## config.mk

```make
export PLATFORM = sky130hd
export DESIGN_NAME = u_interface_test_control
export DESIGN_NICKNAME = d
export VERILOG_FILES = /design/src/single_pulse_gen.v /design/src/u_interface_test_control.v
export VERILOG_INCLUDE_DIRS = /design/src /design/src/src
export SDC_FILE = /design/constraint.sdc
export NUM_CORES = 1
export LEC_CHECK = 0
export ABC_AREA = 1
export ABC_CLOCK_PERIOD_IN_PS = 1700
export BUFFER_PORTS_ARGS = -buffer_cell sky130_fd_sc_hd__buf_2
export CAP_MARGIN = 10
export CORE_ASPECT_RATIO = 1.4
export CORE_UTILIZATION = 45
export CTS_CLUSTER_DIAMETER = 50
export DETAILED_ROUTE_END_ITERATION = 7
export GPL_TIMING_DRIVEN = 0
export PLACE_DENSITY_LB_ADDON = 0.15
export SYNTH_ARGS = -nofsm -noshare
export SYNTH_HDL_FRONTEND = slang
export SYNTH_SLANG_ARGS = --single-unit
export TNS_END_PERCENT = 30
```

## constraint.sdc

```tcl
create_clock -name sys_clk -period 1.7 [get_ports sys_clk]
set_input_delay 0.34 -clock sys_clk [delete_from_list [all_inputs] [get_ports sys_clk]]
set_output_delay 0.34 -clock sys_clk [all_outputs]
set_load 0.03 [all_outputs]
```

## src/u_test_defines.vh

```
// Constants for the U-interface test control register bank
`ifndef U_TEST_DEFINES_VH
`define U_TEST_DEFINES_VH

// ----------------------------------------
// Register indices (byte address = 4 * index)
// ----------------------------------------
`define IDX_LINE_CONTROL_A 8'h07
`define IDX_LINE_CONTROL_B 8'h08
`define ADDR_LINE_CONTROL_A 10'h01c
`define ADDR_LINE_CONTROL_B 10'h020
`define ADDR_WIDTH 10

// ----------------------------------------
// Field positions
// ----------------------------------------
`define BIT_STARTUP_REQUEST 0
`define BIT_TX_RESERVED_A 7
`define BIT_TX_RESERVED_B 6
`define BIT_TX_R16 5
`define BIT_TX_R15 4
`define BIT_LOOPBACK_POINT 3
`define BIT_LOCAL_LOOPBACK 2
`define BIT_PULSE_MAGNITUDE 1
`define BIT_SINGLE_PULSE 0

// ----------------------------------------
// Reset values
// ----------------------------------------
`define RESET_LINE_CONTROL_A 7'h00
`define RESET_LINE_CONTROL_B 8'hf0

// ----------------------------------------
// Timing
// ----------------------------------------
`define CLK_PERIOD_NS 20
`define PULSE_PERIOD_NS 125000
// 125 us at a 20 ns clock, sized to the period counter
`define PULSE_PERIOD_CYCLES 13'd6250
`define PULSE_COUNT_WIDTH 13

// ----------------------------------------
// 2B1Q symbol codes: {sign, inner}
// ----------------------------------------
`define SYM_PLUS3 2'b10
`define SYM_PLUS1 2'b11
`define SYM_MINUS1 2'b01
`define SYM_MINUS3 2'b00

`endif

```

## src/single_pulse_gen.v

```verilog
// Single 2B1Q test pulse generator, one pulse per frame period
`timescale 1ns/100ps
`include "u_test_defines.vh"

module single_pulse_gen #(
  parameter [`PULSE_COUNT_WIDTH-1:0] PERIOD_CYCLES = `PULSE_PERIOD_CYCLES
) (
  input wire sys_clk,
  input wire rst,
  input wire enable,
  input wire magnitude_one,
  output reg pulse_strobe,
  output reg [1:0] pulse_symbol
);

  reg [`PULSE_COUNT_WIDTH-1:0] count;
  reg positive;

  always @(posedge sys_clk) begin
    if (rst || !enable) begin
      count <= {`PULSE_COUNT_WIDTH{1'b0}};
      positive <= 1'b1;
      pulse_strobe <= 1'b0;
      pulse_symbol <= `SYM_PLUS3;
    end else begin
      pulse_strobe <= 1'b0;
      if (count == {`PULSE_COUNT_WIDTH{1'b0}}) begin
        // One pulse then silence until the next period
        count <= PERIOD_CYCLES - 1'b1;
        pulse_strobe <= 1'b1;
        // Magnitude from the select bit
        if (magnitude_one) begin
          pulse_symbol <= positive ? `SYM_PLUS1 : `SYM_MINUS1;
        end else begin
          pulse_symbol <= positive ? `SYM_PLUS3 : `SYM_MINUS3;
        end
        positive <= ~positive;
      end else begin
        count <= count - 1'b1;
      end
    end
  end

endmodule // single_pulse_gen

```

## src/u_interface_test_control.v

```verilog
// Register bank for U-interface start-up, overhead, loopback and pulse test control
`timescale 1ns/100ps
`include "u_test_defines.vh"

// Function
// - Writing one to startup request starts one activation attempt; zero does nothing.
// - After the attempt is made, hardware clears the startup request bit itself.
// - Control B bits 7..4 drive upstream overhead bits R64, R25, R16, R15.
// - Loopback point select zero loops at the U block line interface.
// - Loopback point select one loops at digital/analog boundary; line may stay.
// - Local loopback bit 2 loops data at selected point; zero is normal.
// - During loopback, echo canceller off and receive scrambler matches transmit.
// - Pulse magnitude zero sends plus/minus three, one sends plus/minus one.
// - Single pulse enable sends isolated 2B1Q pulses every 125 microseconds.
// - Successive test pulses alternate positive and negative polarity.
module u_interface_test_control #(
  parameter [`PULSE_COUNT_WIDTH-1:0] PULSE_PERIOD = `PULSE_PERIOD_CYCLES
) (
  input wire sys_clk,
  input wire rst,
  input wire [`ADDR_WIDTH-1:0] avs_address,
  input wire avs_read,
  input wire avs_write,
  input wire [31:0] avs_writedata,
  input wire [3:0] avs_byteenable,
  output reg [31:0] avs_readdata,
  output wire avs_waitrequest,
  output reg [1:0] avs_response,
  input wire startup_attempt_done,
  output reg startup_request,
  output wire [6:0] line_control_a_other,
  output wire tx_reserved_a,
  output wire tx_reserved_b,
  output wire tx_reserved_r16,
  output wire tx_reserved_r15,
  output wire loop_at_line,
  output wire loop_at_converter,
  output wire echo_canceller_off,
  output wire rx_scrambler_as_tx,
  output wire test_pulse_strobe,
  output wire [1:0] test_pulse_symbol
);

  // ----------------------------------------
  // Decode
  // ----------------------------------------
  function [1:0] decode_addr;
    input [`ADDR_WIDTH-1:0] addr;
    begin
      if (addr == `ADDR_LINE_CONTROL_A) begin
        decode_addr = 2'h1;
      end else if (addr == `ADDR_LINE_CONTROL_B) begin
        decode_addr = 2'h2;
      end else begin
        decode_addr = 2'h0;
      end
    end
  endfunction

  reg [6:0] control_a_rest;
  reg [7:0] control_b;
  reg answered;
  reg done_meta;
  reg done_sync;
  reg done_prev;
  wire [1:0] sel;
  wire access;
  wire done_rise;

  assign sel = decode_addr(avs_address);
  assign access = (avs_read || avs_write) && !answered;
  // One wait cycle: answer lands on the second edge of each request
  assign avs_waitrequest = (avs_read || avs_write) && !answered;
  assign done_rise = done_sync && !done_prev;

  // ----------------------------------------
  // Bus slave
  // ----------------------------------------
  always @(posedge sys_clk) begin
    if (rst) begin
      answered <= 1'b0;
      avs_readdata <= 32'h00000000;
      avs_response <= 2'b00;
    end else begin
      answered <= access;
      if (access && avs_read) begin
        avs_response <= (sel == 2'h0) ? 2'b11 : 2'b00;
        if (sel == 2'h1) begin
          avs_readdata <= {24'h000000, control_a_rest, startup_request};
        end else if (sel == 2'h2) begin
          avs_readdata <= {24'h000000, control_b};
        end else begin
          avs_readdata <= 32'h00000000;
        end
      end else if (access && avs_write) begin
        avs_response <= (sel == 2'h0) ? 2'b11 : 2'b00;
      end
    end
  end

  // Attempt completion comes from the transceiver, resynchronised
  always @(posedge sys_clk) begin
    if (rst) begin
      done_meta <= 1'b0;
      done_sync <= 1'b0;
      done_prev <= 1'b0;
    end else begin
      done_meta <= startup_attempt_done;
      done_sync <= done_meta;
      done_prev <= done_sync;
    end
  end

  // ----------------------------------------
  // Registers
  // ----------------------------------------
  always @(posedge sys_clk) begin
    if (rst) begin
      control_a_rest <= `RESET_LINE_CONTROL_A;
      startup_request <= 1'b0;
      control_b <= `RESET_LINE_CONTROL_B;
    end else begin
      // A fresh write of one wins over the hardware clear
      if (access && avs_write && sel == 2'h1 && avs_byteenable[0]) begin
        control_a_rest <= avs_writedata[7:1];
        if (avs_writedata[`BIT_STARTUP_REQUEST]) begin
          startup_request <= 1'b1;
        end else if (done_rise) begin
          startup_request <= 1'b0;
        end
      end else if (done_rise) begin
        startup_request <= 1'b0;
      end
      if (access && avs_write && sel == 2'h2 && avs_byteenable[0]) begin
        control_b <= avs_writedata[7:0];
      end
    end
  end

  // ----------------------------------------
  // Transceiver controls
  // ----------------------------------------
  assign line_control_a_other = control_a_rest;
  assign tx_reserved_a = control_b[`BIT_TX_RESERVED_A];
  assign tx_reserved_b = control_b[`BIT_TX_RESERVED_B];
  assign tx_reserved_r16 = control_b[`BIT_TX_R16];
  assign tx_reserved_r15 = control_b[`BIT_TX_R15];
  // Line-point loop relies on software having opened the line
  assign loop_at_line = control_b[`BIT_LOCAL_LOOPBACK] &&
    !control_b[`BIT_LOOPBACK_POINT];
  assign loop_at_converter = control_b[`BIT_LOCAL_LOOPBACK] &&
    control_b[`BIT_LOOPBACK_POINT];
  assign echo_canceller_off = control_b[`BIT_LOCAL_LOOPBACK];
  assign rx_scrambler_as_tx = control_b[`BIT_LOCAL_LOOPBACK];

  single_pulse_gen #(
    .PERIOD_CYCLES(PULSE_PERIOD)
  ) u_pulse (
    .sys_clk(sys_clk),
    .rst(rst),
    .enable(control_b[`BIT_SINGLE_PULSE]),
    .magnitude_one(control_b[`BIT_PULSE_MAGNITUDE]),
    .pulse_strobe(test_pulse_strobe),
    .pulse_symbol(test_pulse_symbol)
  );

endmodule // u_interface_test_control

```

# Word level (Yosys, flattened, before mapping)
# Index checks and enable logic that the tools add are counted.
# W data, S select, Z words.
[totals] rom_bits=0 latchBits=0 regBits=71 word_cells=55 memories=0 ram_bits=0 output_inout_bits=54 input_bits=51
[op_classes] add_sub_neg=1 mul=0 shift=0 div=0 n_bitwise=1 magnitude_cmp=0 n_reduce_logical=20 eq_ne=4 n_mux=15
[ops] op="$mux W2" count=8
[ops] op="$mux W8" count=2
[ops] op="$logic_not A13 Y1" count=1
[ops] op="$mux W13" count=1
[ops] op="$sub A13 B1 Y13 const B" count=1
[ops] op="$eq A10 B5 Y1 const B" count=1
[ops] op="$eq A10 B6 Y1 const B" count=1
[ops] op="$logic_and A1 B1 Y1" count=10
[ops] op="$logic_not A1 Y1" count=4
[ops] op="$mux W1" count=4
[ops] op="$eq A2 B1 Y1 const B" count=1
[ops] op="$eq A2 B2 Y1 const B" count=1
[ops] op="$logic_not A2 Y1" count=1
[ops] op="$logic_or A1 B1 Y1" count=2
[ops] op="$reduce_bool A2 Y1" count=1
[ops] op="$reduce_or A2 Y1" count=1
[ops] op="$not A1 Y1" count=1

# Depth between registers and ports, before layout
[depth] depth_word=7 depth_mapped=9 ltp_nobuf=8

# Hierarchy
# From an unflattened synthesis, not the netlist that was laid out.
[hier_totals] cells_unflattened=318 hier_area_um2=2359.8
[by_module_without_submodules] module="u_interface_test_control" cells_each=212 instances=1 seq_area_each_um2=580.6 area_each_um2=1546.5
[by_module_without_submodules] module="single_pulse_gen" cells_each=106 instances=1 seq_area_each_um2=340.3 area_each_um2=813.3

# Least setup slack after synthesis
# Ideal clock, no wire load.
[synth_path] path_kind="register to output" from="reg control_b[2]" to="out loop_at_line" path_stages_with_launch=3 t_arrival_ns=1.044 slack_ns=0.316 required_time_ns=1.360 n_path_buf=0 path_cell_list="dfxtp_1 inv_1 nor2_1"
[synth_via] elab_chain_cells=1
[synth_lines] element="start: declaration" line="u_interface_test_control.v:61" source="reg [7:0] control_b;"
[synth_lines] element="start signal: assignment" line="u_interface_test_control.v:121" source="control_b <= `RESET_LINE_CONTROL_B;"
[synth_lines] element="start signal: assignment" line="u_interface_test_control.v:135" source="control_b <= avs_writedata[7:0];"
[synth_lines] element="$logic_and A1 B1 Y1" line="u_interface_test_control.v:149" source="assign loop_at_line = control_b[`BIT_LOCAL_LOOPBACK] &&"
[synth_lines] element="end: declaration" line="u_interface_test_control.v:36" source="output wire loop_at_line,"
# Every way passes these cells.

# Final worst setup path
[layout_path] from="reg u_pulse.count[0]" to="reg u_pulse.count[8]"
[layout_via] elab_chain_cells=2 elab_cells_between_ends=3 classes_between="add/sub: 1; reduce/logical: 2"
[layout_lines] element="start: declaration" line="single_pulse_gen.v:16" source="reg [`PULSE_COUNT_WIDTH-1:0] count;"
[layout_lines] element="start signal: assignment" line="single_pulse_gen.v:21" source="count <= {`PULSE_COUNT_WIDTH{1'b0}};"
[layout_lines] element="start signal: assignment" line="single_pulse_gen.v:29" source="count <= PERIOD_CYCLES - 1'b1;"
[layout_lines] element="start signal: assignment" line="single_pulse_gen.v:39" source="count <= count - 1'b1;"
[layout_lines] element="branches (longest 2 deep; another with $sub A13 B1 Y13)"
# Several ways; the timed one is not identified.
# A chain may end at the register's enable or synchronous reset.

==> summary.md <==
| Metric | Value |
|---|---|
| Final ANT Viol Nets | `0` |
| DRT Pass-1 Iters | `4` |
| Min Hold Slack | `0.246 ns` |
| Die X-Extent | `63.3 um` |
| Final GP Congestion | `about 0.84` |
| Max Cap Viol | `0` |
| Achievable clock frequency | `between 0.6 and 0.7 GHz` |
| Peak VDD IR | `around 0.64 mV` |
| First-pass GRT wire length | `about 8400 um` |
| Max Slew Vio Count | `0` |
| Register bit total from synthesis | `46` |
| Final setup skew | `a little over 0.004 ns` |
| Syn Std Cell Area | `roughly 2400 um2` |
| Initial antenna violation count | `0` |
| Placed cells | `slightly below 500` |
| Status | `completed` |
| Port Buffers | `53` |
| Final hold viol count | `0` |
| Fillers | `504` |
| Hold_buf cts | `0` |
| H-tree depth | `2` |
| Vias in the first global route | `between 1,500 and 2,000` |
| Die Area | `between 5000 and 6000 um2` |
| Setup crit start | `u_pulse.count[0]` |
| Total congestion overflow | `0` |
| Final core occ | `between 50% and 60%` |
| CP endpoint kind | `flip-flop` |
| Library cells used by synthesis | `31` |
| Post-CTS setup buffers | `0` |
| Inserted Clock Buffers | `5` |
| Routed wire length | `slightly below 5000 um` |
| Reg2reg path depth | `7` |
| HP Class | `primary input to flip-flop` |
| Initial DRC count | `53` |
| RSZ-0062 raised after global routing | `false` |
| Top post-synthesis cells by area | `dfxtp_1 39%, nor2_1 11%, nand2_1 9.7%, nand3_1 9.3%, buf_4 8.6%` |
| Minimum clock period | `between 1.5 and 2 ns` |
| Crit start category | `flip-flop` |
| Wire per inst | `9.99 um` |
| Largest net degree at the start of global routing | `15` |
| Hold Path Origin | `startup_attempt_done` |
| Mapped Cells | `between 300 and 400` |
| Num rows | `30` |
| Antenna cell count | `0` |
| Yosys top cell area share | `38.9%` |
| PwrDens | `slightly above 700 nW/um2` |
| Most frequent cells in the layout | `67 x nor2_1, 61 x nand2_1, 56 x buf_2, 46 x dfxtp_1` |
| Layout Area Growth over Synthesis | `22.3%` |
| P_leak | `about 0.0017 uW` |
| Worst Slack Setup Final | `between 0.15 and 0.2 ns` |
| CTS tree | `built` |
| Fin crit share | `88.8%` |
| Vias after detailed routing | `between 2,000 and 2,500` |
| Final #Nets | `between 400 and 500` |
| CTS Sinks | `46` |
| # setup viols final | `0` |
| Setup TNS | `0 ns` |
| Synth async-reset ratio | `0%` |
| Largest area contributor in the netlist | `dfxtp_1` |
| Vias per cell | `approximately 4.4` |
| Starting density of the core | `around 48%` |
| Count of boundary I/O pins | `~110` |
| Clock Path Buffers | `2` |
| Syn avg cell area | `about 6.9 um2` |
| Post-synth EDFFs | `0` |
| Worst-path clk slew | `0.09 ns` |
| Worst slack, placed | `roughly 0.12 ns` |
| Yosys warning total | `0` |
| Layout cell share with drive strength beyond 1 | `a little over a quarter` |
| Post-synthesis sequential area ratio | `slightly below 40%` |
| Final Non-Filler Cells | `between 400 and 500` |
| Post_cts resized | `0` |
| CP Max Fanout | `6` |
| CTS root buffer | `clkbuf_8` |
| Core area | `4950 um2` |
| Die Ht | `between 80 and 90 um` |
| Clock Latency Late Sink | `~0.29 ns` |
| DP Wirelength | `between 3000 and 4000 um` |
| Drc violations | `0` |
| Total GRT Usage | `19.0%` |
| Worst r2r src | `u_pulse.count[0]` |
| Top FF cell, synth | `dfxtp_1` |
| WS Path Type | `flip-flop to flip-flop` |
| Worst Hold Path Cells | `3` |
| Worst Path Required | `~1.9 ns` |
| Most common cell after layout, fill and taps aside | `nor2_1` |
| Worst EP arrival | `1.70 ns` |
## metal layers
layer / wire length, um / track usage [%]
met1: 1980 / 19.4
met2: 2680 / 38.3
met3: 182 / 3.91
met4: 45 / 5.17
met5: 0 / 0
## through the flow
step	total power (uW)	cell area, um2
after floorplan	1370	2450
after global placement	1440	2800
after detailed placement	1440	2800
after CTS	2140	2900
after global routing	2210	2900
final	2110	2900
## final timing paths
check	end	slack [ns]
max	u_pulse.count[8]	0.19
min	done_meta	0.25
max reg2reg	u_pulse.count[8]	0.19
min reg2reg	done_sync	0.42
## sequential cells by signal, indices dropped and copies added (netlist names), 2 cells and up
signal and count:
u_pulse.pulse_symbol 2, u_pulse.count 13, avs_readdata 8, control_b 8
line_control_a_other 7
## critical path: stages, from the launching register on
cell	delay [ns]
dfxtp_1	0.33
inv_1	0.16
ha_1	0.28
nand2_1	0.11
nor2_2	0.20
inv_1	0.09
o21ai_0	0.15
a21oi_1	0.08
## cells in the mapped netlist (2+ instances only)
cell type  instances
a21oi_1           10
nand3_1           44
nand3_2            2
nand2_1           61
nand2_2            3
nand4_1            2
buf_6              2
a31oi_1            3
nor2_4             4
dfxtp_1           46
nor2_1            68
o21ai_0            5
buf_4             27
buf_2              3
ha_1               2
inv_1             44
xor2_1             2
## kinds of logic after synthesis
group / Yosys count / share of synthesized area, %
compound gates: 19 / 4.28
buf+inv: 80 / 18.6
flops: 46 / 38.9
simple gates: 192 / 36.3
xor+xnor: 2 / 0.740
other cells: 1 / 0.158
fa+ha+maj: 2 / 1.06
## cell type report
cell class	count	area, um2	share of cell area [%]
inverter	45	169	5.83
timing repair buffer	53	265	9.15
tap	64	80.1	2.76
sequential	46	921	31.8
buffer	35	272	9.37
multi-input combinational	239	1100	37.8
clock buffer	6	82.6	2.85
clock inverter	2	12.5	0.432
## power breakdown
part / total [uW] / switching (uW) / leakage, uW / internal, uW
clock: 697 / 369 / 0.0000472 / 327
combinational: 301 / 195 / 0.00127 / 105
sequential: 1110 / 12.1 / 0.000373 / 1100
No activity file was read; power rests on OpenSTA's default activity.
